<file path="src/core/dch_pkg.sv">
// Shared constants and types for the detector calibration command handler
package dch_pkg;
	// ==================== Register map ====================
	localparam logic [7:0] REG_CMD      = 8'h00;
	localparam logic [7:0] REG_STATUS   = 8'h04;
	localparam logic [7:0] REG_MULT_ERR = 8'h08;
	localparam logic [7:0] REG_BIAS_ACT = 8'h0c;
	localparam logic [7:0] REG_QUERY    = 8'h10;
	localparam logic [7:0] REG_OFS_SEL  = 8'h14;
	localparam logic [7:0] REG_OFS_DATA = 8'h18;
	localparam logic [7:0] REG_DET      = 8'h1c;

	// ==================== Command word fields ====================
	localparam int CMD_OP_LSB   = 0;
	localparam int CMD_FORM_LSB = 4;
	localparam int CMD_NONINT   = 6;
	localparam int CMD_VAL_LSB  = 16;

	localparam logic [2:0] OP_NONE = 3'h0;
	localparam logic [2:0] OP_CAL_ALL = 3'h1;
	localparam logic [2:0] OP_FULL_CAL = 3'h2;
	localparam logic [2:0] OP_BIAS = 3'h3;
	localparam logic [2:0] OP_OPTION = 3'h4;

	localparam logic [1:0] FORM_BARE = 2'h0;
	localparam logic [1:0] FORM_VALUE = 2'h1;
	localparam logic [1:0] FORM_DEFAULT = 2'h2;
	localparam logic [1:0] FORM_QUERY = 2'h3;

	typedef struct packed {
		logic [11:0] value;
		logic        nonInteger;
		logic [1:0]  form;
		logic [2:0]  op;
	} dch_cmd_t;

	// ==================== Bias limits ====================
	localparam logic [11:0] BIAS_MIN     = 12'h00a; // 10 V
	localparam logic [11:0] BIAS_MAX     = 12'h9ba; // 2490 V
	localparam logic [11:0] BIAS_DEFAULT = 12'h578; // 1400 V

	// ==================== Status and error bits ====================
	localparam int STAT_CMD_ERR  = 0;
	localparam int STAT_PARM_ERR = 2;
	localparam int STAT_MULT_ERR = 3;
	localparam int MERR_NO_OPT   = 0;
	localparam int MERR_MISSING  = 1;
	localparam int MERR_RANGE    = 2;
	localparam int MERR_SETTLE   = 3;

	// ==================== Analog engine operations ====================
	localparam logic [1:0] ENG_ZERO = 2'h0;
	localparam logic [1:0] ENG_MASS = 2'h1;
	localparam logic [1:0] ENG_CAL = 2'h2;
	localparam logic [1:0] ENG_SETTLE = 2'h3;

	// ==================== Scan kinds ====================
	localparam logic [1:0] SCAN_ANALOG = 2'h1;
	localparam logic [1:0] SCAN_HIST = 2'h2;
	localparam logic [1:0] SCAN_SINGLE = 2'h3;

	// ==================== Characters ====================
	localparam logic [7:0] CH_ZERO = 8'h30;
	localparam logic [7:0] CH_ONE = 8'h31;
	localparam logic [7:0] CH_LF = 8'h0a;
	localparam logic [7:0] CH_CR = 8'h0d;
	localparam int RESP_MAX = 6;
endpackage : dch_pkg

</file>
<file path="src/core/dch_cmd_handler.sv">
// Detector calibration command handler with APB register access
//
// The APB interface to the registers and the register offsets were decided locally.
`timescale 1ns/100ps

// Overview of operation
// - One zero offset per detector setting; all cleared on full calibration and reset.
// - Analog and histogram scans readjust the detector zero first.
// - Mass axis correction before analog and histogram scans, never single mass.
// - Calibrate-all ends by switching off quadrupole RF and DC.
// - Calibrate-all with any parameter gives bad-parameter error.
// - Full calibration stores table to non-volatile memory; status only at end.
// - Full calibration with any parameter gives bad-parameter error.
// - Bias zero: no bias, Faraday cup, positive mode, indicator off, status.
// - Bias 10..2490: negative bias, multiplier anode, indicator on, status.
// - Current magnitudes are sent in both detector modes.
// - Default token applies 1400 V bias.
// - Bias query returns actual driver output magnitude.
// - Power-on reset selects Faraday cup detection.
// - Bias command without multiplier option gives bad-command error.
// - Bias other than integer 0 or 10..2490 rejected; missing parameter is bad-parameter.
// - Failed bias command sets status bit 3 and records cause byte.
// - Bias indicator always follows the multiplier bias state.
// - Option query answers ASCII 0 or 1 then LF, CR.
// - Option command accepts only query form, else bad-parameter.
// - Bias status byte waits for multiplier and electrometer settling.
module dch_cmd_handler #(
	parameter int SET_W = 4,
	parameter int OFS_W = 16
) (
	input  wire logic              clk_sys,
	input  wire logic              rst_n,
	input  wire logic              psel,
	input  wire logic              penable,
	input  wire logic              pwrite,
	input  wire logic [7:0]        paddr,
	input  wire logic [31:0]       pwdata,
	output logic [31:0]            prdata,
	output logic                   pready,
	output logic                   pslverr,
	input  wire logic              optionPin,
	input  wire logic [SET_W-2:0]  noiseFloor,
	input  wire logic [1:0]        scanReq,
	input  wire logic              scanReqValid,
	output logic                   scanGo,
	output logic [1:0]             engineOp,
	output logic                   engineStart,
	input  wire logic              engineDone,
	input  wire logic              engineFault,
	input  wire logic [OFS_W-1:0]  offsetMeas,
	input  wire logic [11:0]       biasActual,
	output logic                   nvmStore,
	output logic [11:0]            biasSet,
	output logic                   anodeSelect,
	output logic                   negativeMode,
	output logic                   magnitudeMode,
	output logic                   biasIndicator,
	output logic                   rfDcOn,
	output logic [OFS_W-1:0]       offsetCorr,
	output logic [7:0]             txData,
	output logic                   txValid,
	input  wire logic              txReady
);
	typedef enum {ST_IDLE, ST_ZERO, ST_MASS, ST_CAL, ST_SETTLE, ST_SEND}
		dch_state_t;
	localparam int DEPTH = 1 << SET_W;

	// ==================== Helpers ====================
	function automatic logic [7:0] digitChar(input logic [11:0] v,
		input logic [11:0] div);
		logic [11:0] q;
		q = (v / div) % 12'd10;
		digitChar = dch_pkg::CH_ZERO + q[7:0];
	endfunction : digitChar

	// ==================== Input synchronisers ====================
	// Option strap and engine answers come from another domain
	logic [1:0] optSync;
	logic [1:0] doneSync;
	logic [1:0] faultSync;
	logic       doneSeen;
	always_ff @(posedge clk_sys or negedge rst_n) begin
		if (!rst_n) begin
			optSync   <= 2'h0;
			doneSync  <= 2'h0;
			faultSync <= 2'h0;
			doneSeen  <= 1'b0;
		end else begin
			optSync   <= {optSync[0], optionPin};
			doneSync  <= {doneSync[0], engineDone};
			faultSync <= {faultSync[0], engineFault};
			doneSeen  <= doneSync[1];
		end
	end
	logic optionFitted;
	logic donePulse;
	assign optionFitted = optSync[1];
	assign donePulse    = doneSync[1] & ~doneSeen;

	// ==================== APB access ====================
	logic apbWr;
	logic apbRd;
	logic mapped;
	logic busy;
	logic cmdTake;
	assign apbWr = psel & penable & pwrite;
	assign apbRd = psel & penable & ~pwrite;
	assign pready = 1'b1;
	always_comb begin
		case (paddr)
			dch_pkg::REG_CMD, dch_pkg::REG_STATUS, dch_pkg::REG_MULT_ERR,
			dch_pkg::REG_BIAS_ACT, dch_pkg::REG_QUERY, dch_pkg::REG_OFS_SEL,
			dch_pkg::REG_OFS_DATA, dch_pkg::REG_DET: mapped = 1'b1;
			default: mapped = 1'b0;
		endcase
	end
	// A command while one is in flight is refused, not queued
	assign pslverr = psel & penable &
		(~mapped | (pwrite & paddr == dch_pkg::REG_CMD & busy));
	assign cmdTake = apbWr & paddr == dch_pkg::REG_CMD & ~busy;

	dch_pkg::dch_cmd_t cmd;
	logic              cmdPend;
	always_ff @(posedge clk_sys or negedge rst_n) begin
		if (!rst_n) begin
			cmd     <= '0;
			cmdPend <= 1'b0;
		end else if (cmdTake) begin
			cmd.op         <= pwdata[dch_pkg::CMD_OP_LSB +: 3];
			cmd.form       <= pwdata[dch_pkg::CMD_FORM_LSB +: 2];
			cmd.nonInteger <= pwdata[dch_pkg::CMD_NONINT];
			cmd.value      <= pwdata[dch_pkg::CMD_VAL_LSB +: 12];
			cmdPend        <= 1'b1;
		end else if (cmdPend) begin
			cmdPend <= 1'b0;
		end
	end

	// ==================== Command check ====================
	logic [11:0] reqBias;
	logic [7:0]  chkStatus;
	logic [7:0]  chkMerr;
	always_comb begin
		chkStatus = 8'h00;
		chkMerr   = 8'h00;
		reqBias   = (cmd.form == dch_pkg::FORM_DEFAULT) ?
			dch_pkg::BIAS_DEFAULT : cmd.value;
		case (cmd.op)
			dch_pkg::OP_CAL_ALL, dch_pkg::OP_FULL_CAL: begin
				if (cmd.form != dch_pkg::FORM_BARE)
					chkStatus[dch_pkg::STAT_PARM_ERR] = 1'b1;
			end
			dch_pkg::OP_BIAS: begin
				if (!optionFitted) begin
					chkStatus[dch_pkg::STAT_CMD_ERR] = 1'b1;
					chkMerr[dch_pkg::MERR_NO_OPT]    = 1'b1;
				end else if (cmd.form == dch_pkg::FORM_BARE) begin
					chkStatus[dch_pkg::STAT_PARM_ERR] = 1'b1;
					chkMerr[dch_pkg::MERR_MISSING]    = 1'b1;
				end else if (cmd.form == dch_pkg::FORM_VALUE &&
					(cmd.nonInteger || cmd.value > dch_pkg::BIAS_MAX ||
					(cmd.value != 12'h000 && cmd.value < dch_pkg::BIAS_MIN)))
					begin
					chkStatus[dch_pkg::STAT_PARM_ERR] = 1'b1;
					chkMerr[dch_pkg::MERR_RANGE]      = 1'b1;
				end
				if (chkStatus != 8'h00)
					chkStatus[dch_pkg::STAT_MULT_ERR] = 1'b1;
			end
			dch_pkg::OP_OPTION: begin
				if (cmd.form != dch_pkg::FORM_QUERY)
					chkStatus[dch_pkg::STAT_PARM_ERR] = 1'b1;
			end
			default: chkStatus[dch_pkg::STAT_CMD_ERR] = 1'b1;
		endcase
	end

	// ==================== Sequencer ====================
	dch_state_t state;
	logic       forScan;
	logic       scanIdle;
	logic [2:0] txIdx;
	logic [2:0] txLen;
	assign busy     = state != ST_IDLE | cmdPend;
	assign scanIdle = state == ST_IDLE & ~cmdPend & scanReqValid;
	always_ff @(posedge clk_sys or negedge rst_n) begin
		if (!rst_n) begin
			state   <= ST_IDLE;
			forScan <= 1'b0;
		end else begin
			case (state)
				ST_IDLE: begin
					if (cmdPend) begin
						forScan <= 1'b0;
						if (chkStatus != 8'h00 || cmd.form == dch_pkg::FORM_QUERY)
							state <= ST_SEND;
						else if (cmd.op == dch_pkg::OP_CAL_ALL)
							state <= ST_ZERO;
						else if (cmd.op == dch_pkg::OP_FULL_CAL)
							state <= ST_CAL;
						else
							state <= ST_SETTLE;
					end else if (scanIdle && scanReq != dch_pkg::SCAN_SINGLE &&
						scanReq != 2'h0) begin
						forScan <= 1'b1;
						state   <= ST_ZERO;
					end
				end
				ST_ZERO: if (donePulse) state <= ST_MASS;
				ST_MASS: if (donePulse) state <= forScan ? ST_IDLE : ST_SEND;
				ST_CAL: if (donePulse) state <= ST_SEND;
				ST_SETTLE: if (donePulse) state <= ST_SEND;
				ST_SEND: if (txValid && txReady && txIdx == txLen) state <= ST_IDLE;
				default: state <= ST_IDLE;
			endcase
		end
	end

	// Engine request pulses on entry to each waiting state
	dch_state_t prevState;
	always_ff @(posedge clk_sys or negedge rst_n) begin
		if (!rst_n)
			prevState <= ST_IDLE;
		else
			prevState <= state;
	end
	logic waiting;
	assign waiting = state == ST_ZERO | state == ST_MASS |
		state == ST_CAL | state == ST_SETTLE;
	assign engineStart = waiting & state != prevState;
	always_comb begin
		case (state)
			ST_MASS: engineOp = dch_pkg::ENG_MASS;
			ST_CAL: engineOp = dch_pkg::ENG_CAL;
			ST_SETTLE: engineOp = dch_pkg::ENG_SETTLE;
			default: engineOp = dch_pkg::ENG_ZERO;
		endcase
	end
	assign nvmStore = state == ST_CAL & donePulse;

	// ==================== Scan trigger and quadrupole drive ====================
	always_ff @(posedge clk_sys or negedge rst_n) begin
		if (!rst_n)
			scanGo <= 1'b0;
		else
			scanGo <= (state == ST_MASS & donePulse & forScan) |
				(scanIdle & scanReq == dch_pkg::SCAN_SINGLE);
	end
	always_ff @(posedge clk_sys or negedge rst_n) begin
		if (!rst_n)
			rfDcOn <= 1'b0;
		else if (state == ST_MASS && donePulse && !forScan)
			rfDcOn <= 1'b0;
		else if (scanGo)
			rfDcOn <= 1'b1;
	end

	// ==================== Offset table ====================
	// Table is volatile, so a power cycle loses every entry
	logic [OFS_W-1:0] ofsMem [DEPTH];
	logic [DEPTH-1:0] ofsValid;
	logic [SET_W-1:0] setIdx;
	logic [SET_W-1:0] ofsSel;
	assign setIdx = {anodeSelect, noiseFloor};
	always_ff @(posedge clk_sys) begin
		if (state == ST_ZERO && donePulse)
			ofsMem[setIdx] <= offsetMeas;
	end
	always_ff @(posedge clk_sys or negedge rst_n) begin
		if (!rst_n)
			ofsValid <= '0;
		else if (state == ST_CAL && donePulse)
			ofsValid <= '0;
		else if (state == ST_ZERO && donePulse)
			ofsValid[setIdx] <= 1'b1;
	end
	assign offsetCorr = ofsValid[setIdx] ? ofsMem[setIdx] : '0;

	// ==================== Detector configuration ====================
	logic biasApply;
	assign biasApply = state == ST_IDLE & cmdPend & cmd.op == dch_pkg::OP_BIAS &
		chkStatus == 8'h00 & cmd.form != dch_pkg::FORM_QUERY;
	always_ff @(posedge clk_sys or negedge rst_n) begin
		if (!rst_n) begin
			biasSet     <= 12'h000;
			anodeSelect <= 1'b0;
		end else if (biasApply) begin
			biasSet     <= reqBias;
			anodeSelect <= reqBias != 12'h000;
		end
	end
	assign negativeMode  = anodeSelect;
	assign magnitudeMode = 1'b1;
	assign biasIndicator = biasSet != 12'h000;

	// ==================== Status, error and response ====================
	logic [7:0]  statusByte;
	logic [7:0]  multErr;
	logic [11:0] queryVal;
	logic [7:0]  txBuf [dch_pkg::RESP_MAX];
	logic        settleFail;
	assign settleFail = state == ST_SETTLE & donePulse & faultSync[1];
	always_ff @(posedge clk_sys or negedge rst_n) begin
		if (!rst_n) begin
			statusByte <= 8'h00;
			multErr    <= 8'h00;
		end else if (state == ST_IDLE && cmdPend) begin
			statusByte <= chkStatus;
			if (cmd.op == dch_pkg::OP_BIAS)
				multErr <= chkMerr;
		end else if (settleFail) begin
			statusByte[dch_pkg::STAT_MULT_ERR] <= 1'b1;
			multErr[dch_pkg::MERR_SETTLE]      <= 1'b1;
		end
	end

	// Response bytes are built once, when the command is taken
	always_ff @(posedge clk_sys or negedge rst_n) begin
		if (!rst_n) begin
			queryVal <= 12'h000;
			txLen    <= 3'h0;
			for (int i = 0; i < dch_pkg::RESP_MAX; i++)
				txBuf[i] <= 8'h00;
		end else if (state == ST_IDLE && cmdPend) begin
			txLen <= 3'h0;
			if (chkStatus == 8'h00 && cmd.op == dch_pkg::OP_OPTION) begin
				txBuf[0] <= optionFitted ? dch_pkg::CH_ONE : dch_pkg::CH_ZERO;
				txBuf[1] <= dch_pkg::CH_LF;
				txBuf[2] <= dch_pkg::CH_CR;
				txLen    <= 3'h2;
			end else if (chkStatus == 8'h00 &&
				cmd.form == dch_pkg::FORM_QUERY) begin
				queryVal <= biasActual;
				txBuf[0] <= digitChar(biasActual, 12'd1000);
				txBuf[1] <= digitChar(biasActual, 12'd100);
				txBuf[2] <= digitChar(biasActual, 12'd10);
				txBuf[3] <= digitChar(biasActual, 12'd1);
				txBuf[4] <= dch_pkg::CH_LF;
				txBuf[5] <= dch_pkg::CH_CR;
				txLen    <= 3'h5;
			end
		end
	end

	always_ff @(posedge clk_sys or negedge rst_n) begin
		if (!rst_n)
			txIdx <= 3'h0;
		else if (state != ST_SEND)
			txIdx <= 3'h0;
		else if (txValid && txReady)
			txIdx <= txIdx + 3'h1;
	end
	logic isQuery;
	always_ff @(posedge clk_sys or negedge rst_n) begin
		if (!rst_n)
			isQuery <= 1'b0;
		else if (state == ST_IDLE && cmdPend)
			isQuery <= chkStatus == 8'h00 && (cmd.form == dch_pkg::FORM_QUERY);
	end
	// Status only after the sequencer has left every waiting state
	assign txValid = state == ST_SEND;
	always_comb begin
		if (isQuery)
			txData = txBuf[txIdx];
		else
			txData = statusByte;
	end

	// ==================== Register read ====================
	always_ff @(posedge clk_sys or negedge rst_n) begin
		if (!rst_n)
			ofsSel <= '0;
		else if (apbWr && paddr == dch_pkg::REG_OFS_SEL)
			ofsSel <= pwdata[SET_W-1:0];
	end
	always_comb begin
		prdata = 32'h0000_0000;
		if (apbRd) begin
			case (paddr)
				dch_pkg::REG_STATUS: prdata = {23'h0, busy, statusByte};
				dch_pkg::REG_MULT_ERR: prdata = {24'h0, multErr};
				dch_pkg::REG_BIAS_ACT: prdata = {20'h0, biasActual};
				dch_pkg::REG_QUERY: prdata = {20'h0, queryVal};
				dch_pkg::REG_OFS_SEL: prdata = {{(32-SET_W){1'b0}}, ofsSel};
				dch_pkg::REG_OFS_DATA: prdata = {{(31-OFS_W){1'b0}},
					ofsValid[ofsSel], ofsMem[ofsSel]};
				dch_pkg::REG_DET: prdata = {17'h0, optionFitted, biasIndicator,
					anodeSelect, biasSet};
				default: prdata = 32'h0000_0000;
			endcase
		end
	end
endmodule : dch_cmd_handler

</file>
<file path="config.mk">
export PLATFORM = sky130hd
export DESIGN_NAME = dch_cmd_handler
export DESIGN_NICKNAME = d
export VERILOG_FILES = /design/src/core/dch_pkg.sv /design/src/core/dch_cmd_handler.sv
export SDC_FILE = /design/constraint.sdc
export NUM_CORES = 1
export LEC_CHECK = 0
export ABC_AREA = 1
export BUFFER_PORTS_ARGS = -buffer_cell sky130_fd_sc_hd__buf_2
export CAP_MARGIN = 20
export CELL_PAD_IN_SITES_DETAIL_PLACEMENT = 2
export CELL_PAD_IN_SITES_GLOBAL_PLACEMENT = 2
export CORE_ASPECT_RATIO = 0.8
export CORE_MARGIN = 2
export CORE_UTILIZATION = 40
export DETAILED_ROUTE_END_ITERATION = 8
export GPL_ROUTABILITY_DRIVEN = 0
export PLACE_DENSITY_LB_ADDON = 0.1
export SLEW_MARGIN = 20
export SYNTH_ARGS = -nofsm -noshare
export SYNTH_HDL_FRONTEND = slang
export SYNTH_SLANG_ARGS = --single-unit
</file>
<file path="constraint.sdc">
create_clock -name clk_sys -period 7.85 [get_ports clk_sys]
set_clock_uncertainty 0.2 [all_clocks]
set_input_delay 2.355 -clock clk_sys [delete_from_list [all_inputs] [get_ports clk_sys]]
set_output_delay 2.355 -clock clk_sys [all_outputs]
set_load 0.1 [all_outputs]
</file>
Word level (Yosys, flattened, before mapping)
Memories as Yosys holds them, arrays and structs flattened.
Index checks and enable logic that the tools add are counted.
- register bits: 186
- memory bits (writable): 256
- ROM bits: 32
- logic and storage cells: 234
- memories: 2
- add/subtract/negate cells: 5
- div/mod/pow operators: 7
- order comparisons: 6
- equality and inequality tests: 36
- mux-type cells: 62
- bitwise gates (word level): 36
- reduce and logical (&&, ||, !) cells: 48
- memory list (name ; depth ; bits a word ; read ports ; clocked after Yosys merged registers in ; wr ports ; RTL line ; source):
    ofsMem ; 16 ; 16 ; 2 ; 0 ; 1 ; dch_cmd_handler.sv:260 ; logic [OFS_W-1:0] ofsMem [DEPTH];
    (name not given) ; 32 ; 1 ; 1 ; 0 ; 0 ; dch_cmd_handler.sv:110 ; case (paddr)
- operator list (cell ; count):
    32-bit two-way mux ; 6
    32-bit case mux with 5 select lines ; 1
    32-bit by 3-bit == test with 1-bit output, second input constant ; 4
    17-bit case mux with 7 select lines ; 1
    32-bit by 2-bit == test with 1-bit output, second input constant ; 3
    32-bit by 4-bit == test with 1-bit output, second input constant ; 2
    32-bit logical NOT ; 2
    12-bit by 4-bit remainder unit with 12-bit output, second input constant ; 4
    16-bit two-way mux ; 3
    48-bit two-way mux ; 1
    12-bit nonzero test ; 3
    6-bit by 8-bit adder with 8-bit output, first input constant ; 4
    32-bit by 1-bit == test with 1-bit output, second input constant ; 1
    8-bit by 5-bit == test with 1-bit output, second input constant ; 4
    32-bit != test ; 1
    32-bit by 4-bit != test with 1-bit output, second input constant ; 1
    32-bit nonzero test ; 1
    1-bit two-way mux ; 27
    8-bit binary-select mux with 3-bit select ; 1
    24-bit two-way mux ; 1
    3-bit two-way mux ; 8
    8-bit two-way mux ; 3
    1-bit bitwise AND ; 22
    2-bit nonzero test ; 9
    other kinds (45) ; 87

Longest topological paths before layout
- depth in word-level cells: 16
- gate-level depth with buffers: 56

Least setup slack after synthesis
No wires, ideal clock.
- path type: input to output
- start: in noiseFloor[1]
- end: out offsetCorr[11]
- arrival time: 4.950 ns
- path slack: 0.345 ns
- stages on the path: 7
- buffers on the path: 2
- path through: nor2_1 clkbuf_1 buf_1 a22oi_1 a21oi_1 a211oi_1 a21oi_1
- longest elaborated chain between the ends: 3
- elaborated cells between the ends (all ways): 4
- classes of those cells: mux: 3; memory: 1
- ends and longest elaborated chain (what ; RTL line ; source):
    from (decl) ; dch_cmd_handler.sv:42 ; input wire logic [SET_W-2:0] noiseFloor,
    1-bit binary-select mux with 4-bit select ; dch_cmd_handler.sv:277 ; assign offsetCorr = ofsValid[setIdx] ? ofsMem[setIdx] : '0;
    1-bit two-way mux (not written as such) ; dch_cmd_handler.sv:277 ;
    16-bit two-way mux (*) ; dch_cmd_handler.sv:277 ;
    to (decl) ; dch_cmd_handler.sv:59 ; output logic [OFS_W-1:0] offsetCorr,
Mark *: on every way between the ends. The rest lies on a longest branch, timed or not. The select of a mux whose other input is x is not followed.

Worst setup path in the final report
- start: in paddr[5]
- end: out prdata[0]
- longest elaborated chain between the ends: 3
- elaborated cells between the ends (all ways): 9
- classes of those cells: eq/ne: 7; mux: 2
- ends and longest elaborated chain (what ; RTL line ; source):
    from (decl) ; dch_cmd_handler.sv:36 ; input wire logic [7:0] paddr,
    8-bit by 5-bit == test with 1-bit output, or another cell as far along ; dch_cmd_handler.sv:379 ; case (paddr)
    17-bit case mux with 7 select lines (*) ; dch_cmd_handler.sv:379 ;
    17-bit two-way mux (*) ; dch_cmd_handler.sv:378 ; if (apbRd) begin
    to (decl) ; dch_cmd_handler.sv:38 ; output logic [31:0] prdata,
Mark *: on every way between the ends. The rest lies on a longest branch, timed or not.

==> results.py <==
metrics = {
    "status": {
        "status": "completed",
    },
    "final_layout": {
        "register_area_sq_um": 10700,
        "fillers": 5392,
        "fin_nets": 2417,
        "multiInputGateArea_sq_um": 8140,
        "layout-drive-gt1-share": 0.159,
        "final_util": 0.465,
        "area_growth_pct": 15.2,
    },
    "global_routing": {
        "overflow": 0,
        "grt_usage": 0.317,
        "grt_pass1_vias": 19500,
        "grt_pass1_wl_um": 123000,
        "grt_max_degree": 70,
        "antenna_found_initial": 4,
    },
    "critical_path": {
        "slowest_stage": "a21oi_1",
        "end_kind": "output pin",
        "worstPathRequired_ns": 5.30,
        "cp_max_fo": 6,
        "path_cells": "buf_2 > nor3_1 > inv_1 > nor2_1 > nand2_1 > a21oi_1 > a21oi_1 > a41oi_1 > buf_2",
        "crit_family": "compound AO/OA/AOI/OAI gates",
        "critical_path_arrival_ns": 4.84,
        "worstSetupPathType": "input pin to output pin",
        "slowest_delay_ns": 0.60,
        "critPathBufInv": 3,
        "critPathLaunchType": "input pin",
    },
    "pwr": {
        "clkPwrFrac": 0.318,
        "switching_share": 0.369,
        "comb_power_share": 0.302,
        "p_leak_nw": 9.20,
        "power_density_nw_per_um2": 259,
        "seqPwrFrac": 0.380,
        "p_int_mw": 3.75,
        "peakVddDrop_mv": 0.171,
        "p_sw_mw": 2.19,
    },
    "logic_synthesis": {
        "ys_types": 58,
        "avgSynthCellArea_sq_um": 9.09,
        "ys_warn_count": 0,
        "synthTopCellsByArea": "edfxtp_1 39%, dfrtp_1 15%, nand2_1 6.7%",
        "synthesis.area_sq_um": 19900,
        "synth-seq-area-share": 0.538,
        "synth_edf_count": 256,
        "async_reset_ff_frac": 0.321,
        "syn_inst": 2193,
        "ys.flop_type": "edfxtp_1",
        "yosysTopAreaCell": "edfxtp_1",
        "yosys.area.top_type_share": 0.386,
        "ys_ff_latch": 377,
    },
    "placement": {
        "post-dp-hpwl_um": 54000,
        "io_buffer_count": 133,
    },
    "timing": {
        "setup_tns_ns": 0,
        "max_freq_mhz": 135,
        "hold_viol": 0,
        "hold_ws_ns": 0.151,
        "min_period_ns": 7.39,
        "finalCritPeriodShare": 0.942,
        "setup_viol": 0,
        "finalMaxSlewViolations": 0,
        "worst_pin_slew_ns": 1.07,
        "slew_headroom": 0.286,
    },
    "detailed_routing": {
        "wl_per_cell_um": 27.1,
        "via_per_inst": 6.03,
        "dr.pass1.iters": 5,
        "vias": 18200,
        "finalWirelength_um": 81900,
        "drt.antenna.violating_nets": 0,
        "drt_iter0_markers": 1532,
        "drc": 0,
    },
    "die": {
        "die_area_sq_um": 51600,
        "dieWidth_um": 254,
        "rows": 73,
        "fp.dieH_um": 204,
        "fp.coreArea_sq_um": 49400,
        "pin_count": 164,
        "initial_core_util": 0.403,
    },
    "clock_network": {
        "cts_inserted_buffers": 40,
        "cts_buffer_depth": 3,
        "clk_latency_ns": 0.55,
        "cts_root_buffer": "clkbuf_16",
        "cts_hold_buf": 0,
        "numClockSinks": 377,
        "cts-htree-levels": 2,
        "cts_tree": "built",
        "clk_transition_reported_paths_ns": 0.06,
    },
    "run": {
        "cap_violations": 0,
    },
    "min_path": {
        "min_path_type": "flop to flop",
    },
}
cells in the final DEF, fill, tap and decap left out, types with 12 or more instances in the layout:
| master | n |
|---|---|
| a211oi_1 | 20 |
| a21oi_1 | 129 |
| a22oi_1 | 136 |
| buf_2 | 125 |
| buf_4 | 57 |
| clkbuf_16 | 41 |
| clkinv_1 | 14 |
| conb_1 | 18 |
| dfrtp_1 | 119 |
| edfxtp_1 | 256 |
| ha_1 | 16 |
| inv_1 | 184 |
| inv_2 | 12 |
| nand2_1 | 344 |
| nand2_2 | 35 |
| nand3_1 | 81 |
| nand3_2 | 15 |
| nor2_1 | 235 |
| nor2_2 | 13 |
| nor2_4 | 17 |
| nor3_1 | 17 |
| o21ai_0 | 216 |
| o221ai_1 | 35 |
| o22ai_1 | 51 |
power by group through the flow:
stage               clock network [mW]  logic [mW]  registers [mW]
floorplan                            0        1.23            2.28
global placement                     0        1.64            2.29
detailed placement                   0        1.73            2.29
CTS                               1.91        1.75            2.26
global route                      1.98        1.97            2.27
finish                            1.89        1.80            2.26
cell type report:
type	instances	share of cell area
Multi-Input combinational cell	1499	0.354
Tap cell	675	0.0368
Clock inverter	11	0.00463
Clock buffer	56	0.0497
Antenna cell	3	0.000327
Timing Repair Buffer	192	0.0530
Sequential cell	377	0.467
Inverter	208	0.0343
state kept, by name (all words and copies together) (netlist names), 4 cells and up:
register,cells
ofsMem,256
txBuf,28
cmd,18
ofsValid,16
biasSet,12
queryVal,12
multErr,4
ofsSel,4
path summary, 6_finish.rpt:
path / start / end / slack [ns] / depth (start not counted)
hold / removal: doneSync[0]$_DFF_PN0_ / doneSync[1]$_DFF_PN0_ / 0.15 / 0
hold reg to reg: doneSync[0]$_DFF_PN0_ / doneSync[1]$_DFF_PN0_ / 0.15 / 0
max in group asynchronous: rst_n / ofsSel[0]$_DFFE_PN0P_ / 4.30 / 2
setup reg to reg: state[1]$_DFFE_PN0P_ / anodeSelect$_DFFE_PN0P_ / 3.46 / 14
min in group asynchronous: rst_n / doneSync[1]$_DFF_PN0_ / 1.70 / 1
setup / recovery: paddr[5] / prdata[0] / 0.46 / 9
stage by stage:
step	instance area [sq um]	total power, mW	std cells	setup slack (ns)
2_1_floorplan	20000	3.51	2209	0.345
3_3_place_gp	21600	3.93	2949	0.206
3_5_place_dp	21600	4.02	2949	-0.228
4_1_cts	22900	5.91	3016	0.328
5_1_grt	23000	6.22	3020	-0.0121
6_report	23000	5.94	3021	0.459
Yosys cell counts (11+ instances only):
master,count
clkbuf_1,89
nand3_1,86
buf_1,14
a211oi_1,20
inv_1,187
nand2_2,26
a22oi_1,136
xor2_1,11
o22ai_1,51
dfrtp_1,121
a21oi_1,131
buf_4,19
o221ai_1,35
a31oi_1,11
edfxtp_1,256
nor2_1,254
o21ai_0,216
ha_1,16
inv_2,12
nor3_1,18
nand2_1,355
kinds of logic (layout without fill, tap and decap cells):
family / count (synthesis) / count (layout) / synth area share
AO/OA/AOI/OAI: 653 / 653 / 0.203
XOR/XNOR: 16 / 16 / 0.00797
adder cells (fa/ha/maj): 16 / 16 / 0.0100
buffers and inverters: 333 / 467 / 0.0666
flip-flops: 377 / 377 / 0.538
multiplexers: 1 / 1 / 0.000502
other: 2 / 21 / 0.000377
AND/OR/NAND/NOR: 795 / 795 / 0.174
per-layer routing:
| layer | track usage | wire [um] | up-vias |
|---|---|---|---|
| met5 | 0 | 12 | - |
| met4 | 0.113 | 2460 | 2 |
| met3 | 0.0530 | 5520 | 160 |
| met2 | 0.492 | 37100 | 697 |
| met1 | 0.447 | 36700 | 9383 |
| li1 | - | - | 7988 |
what timing repair did:
action | CTS | global route
setup endpoints to repair | 0 | 5
setup buffers | 0 | 2
gates resized for setup | 0 | 26
No activity file was read; power rests on OpenSTA's default activity.
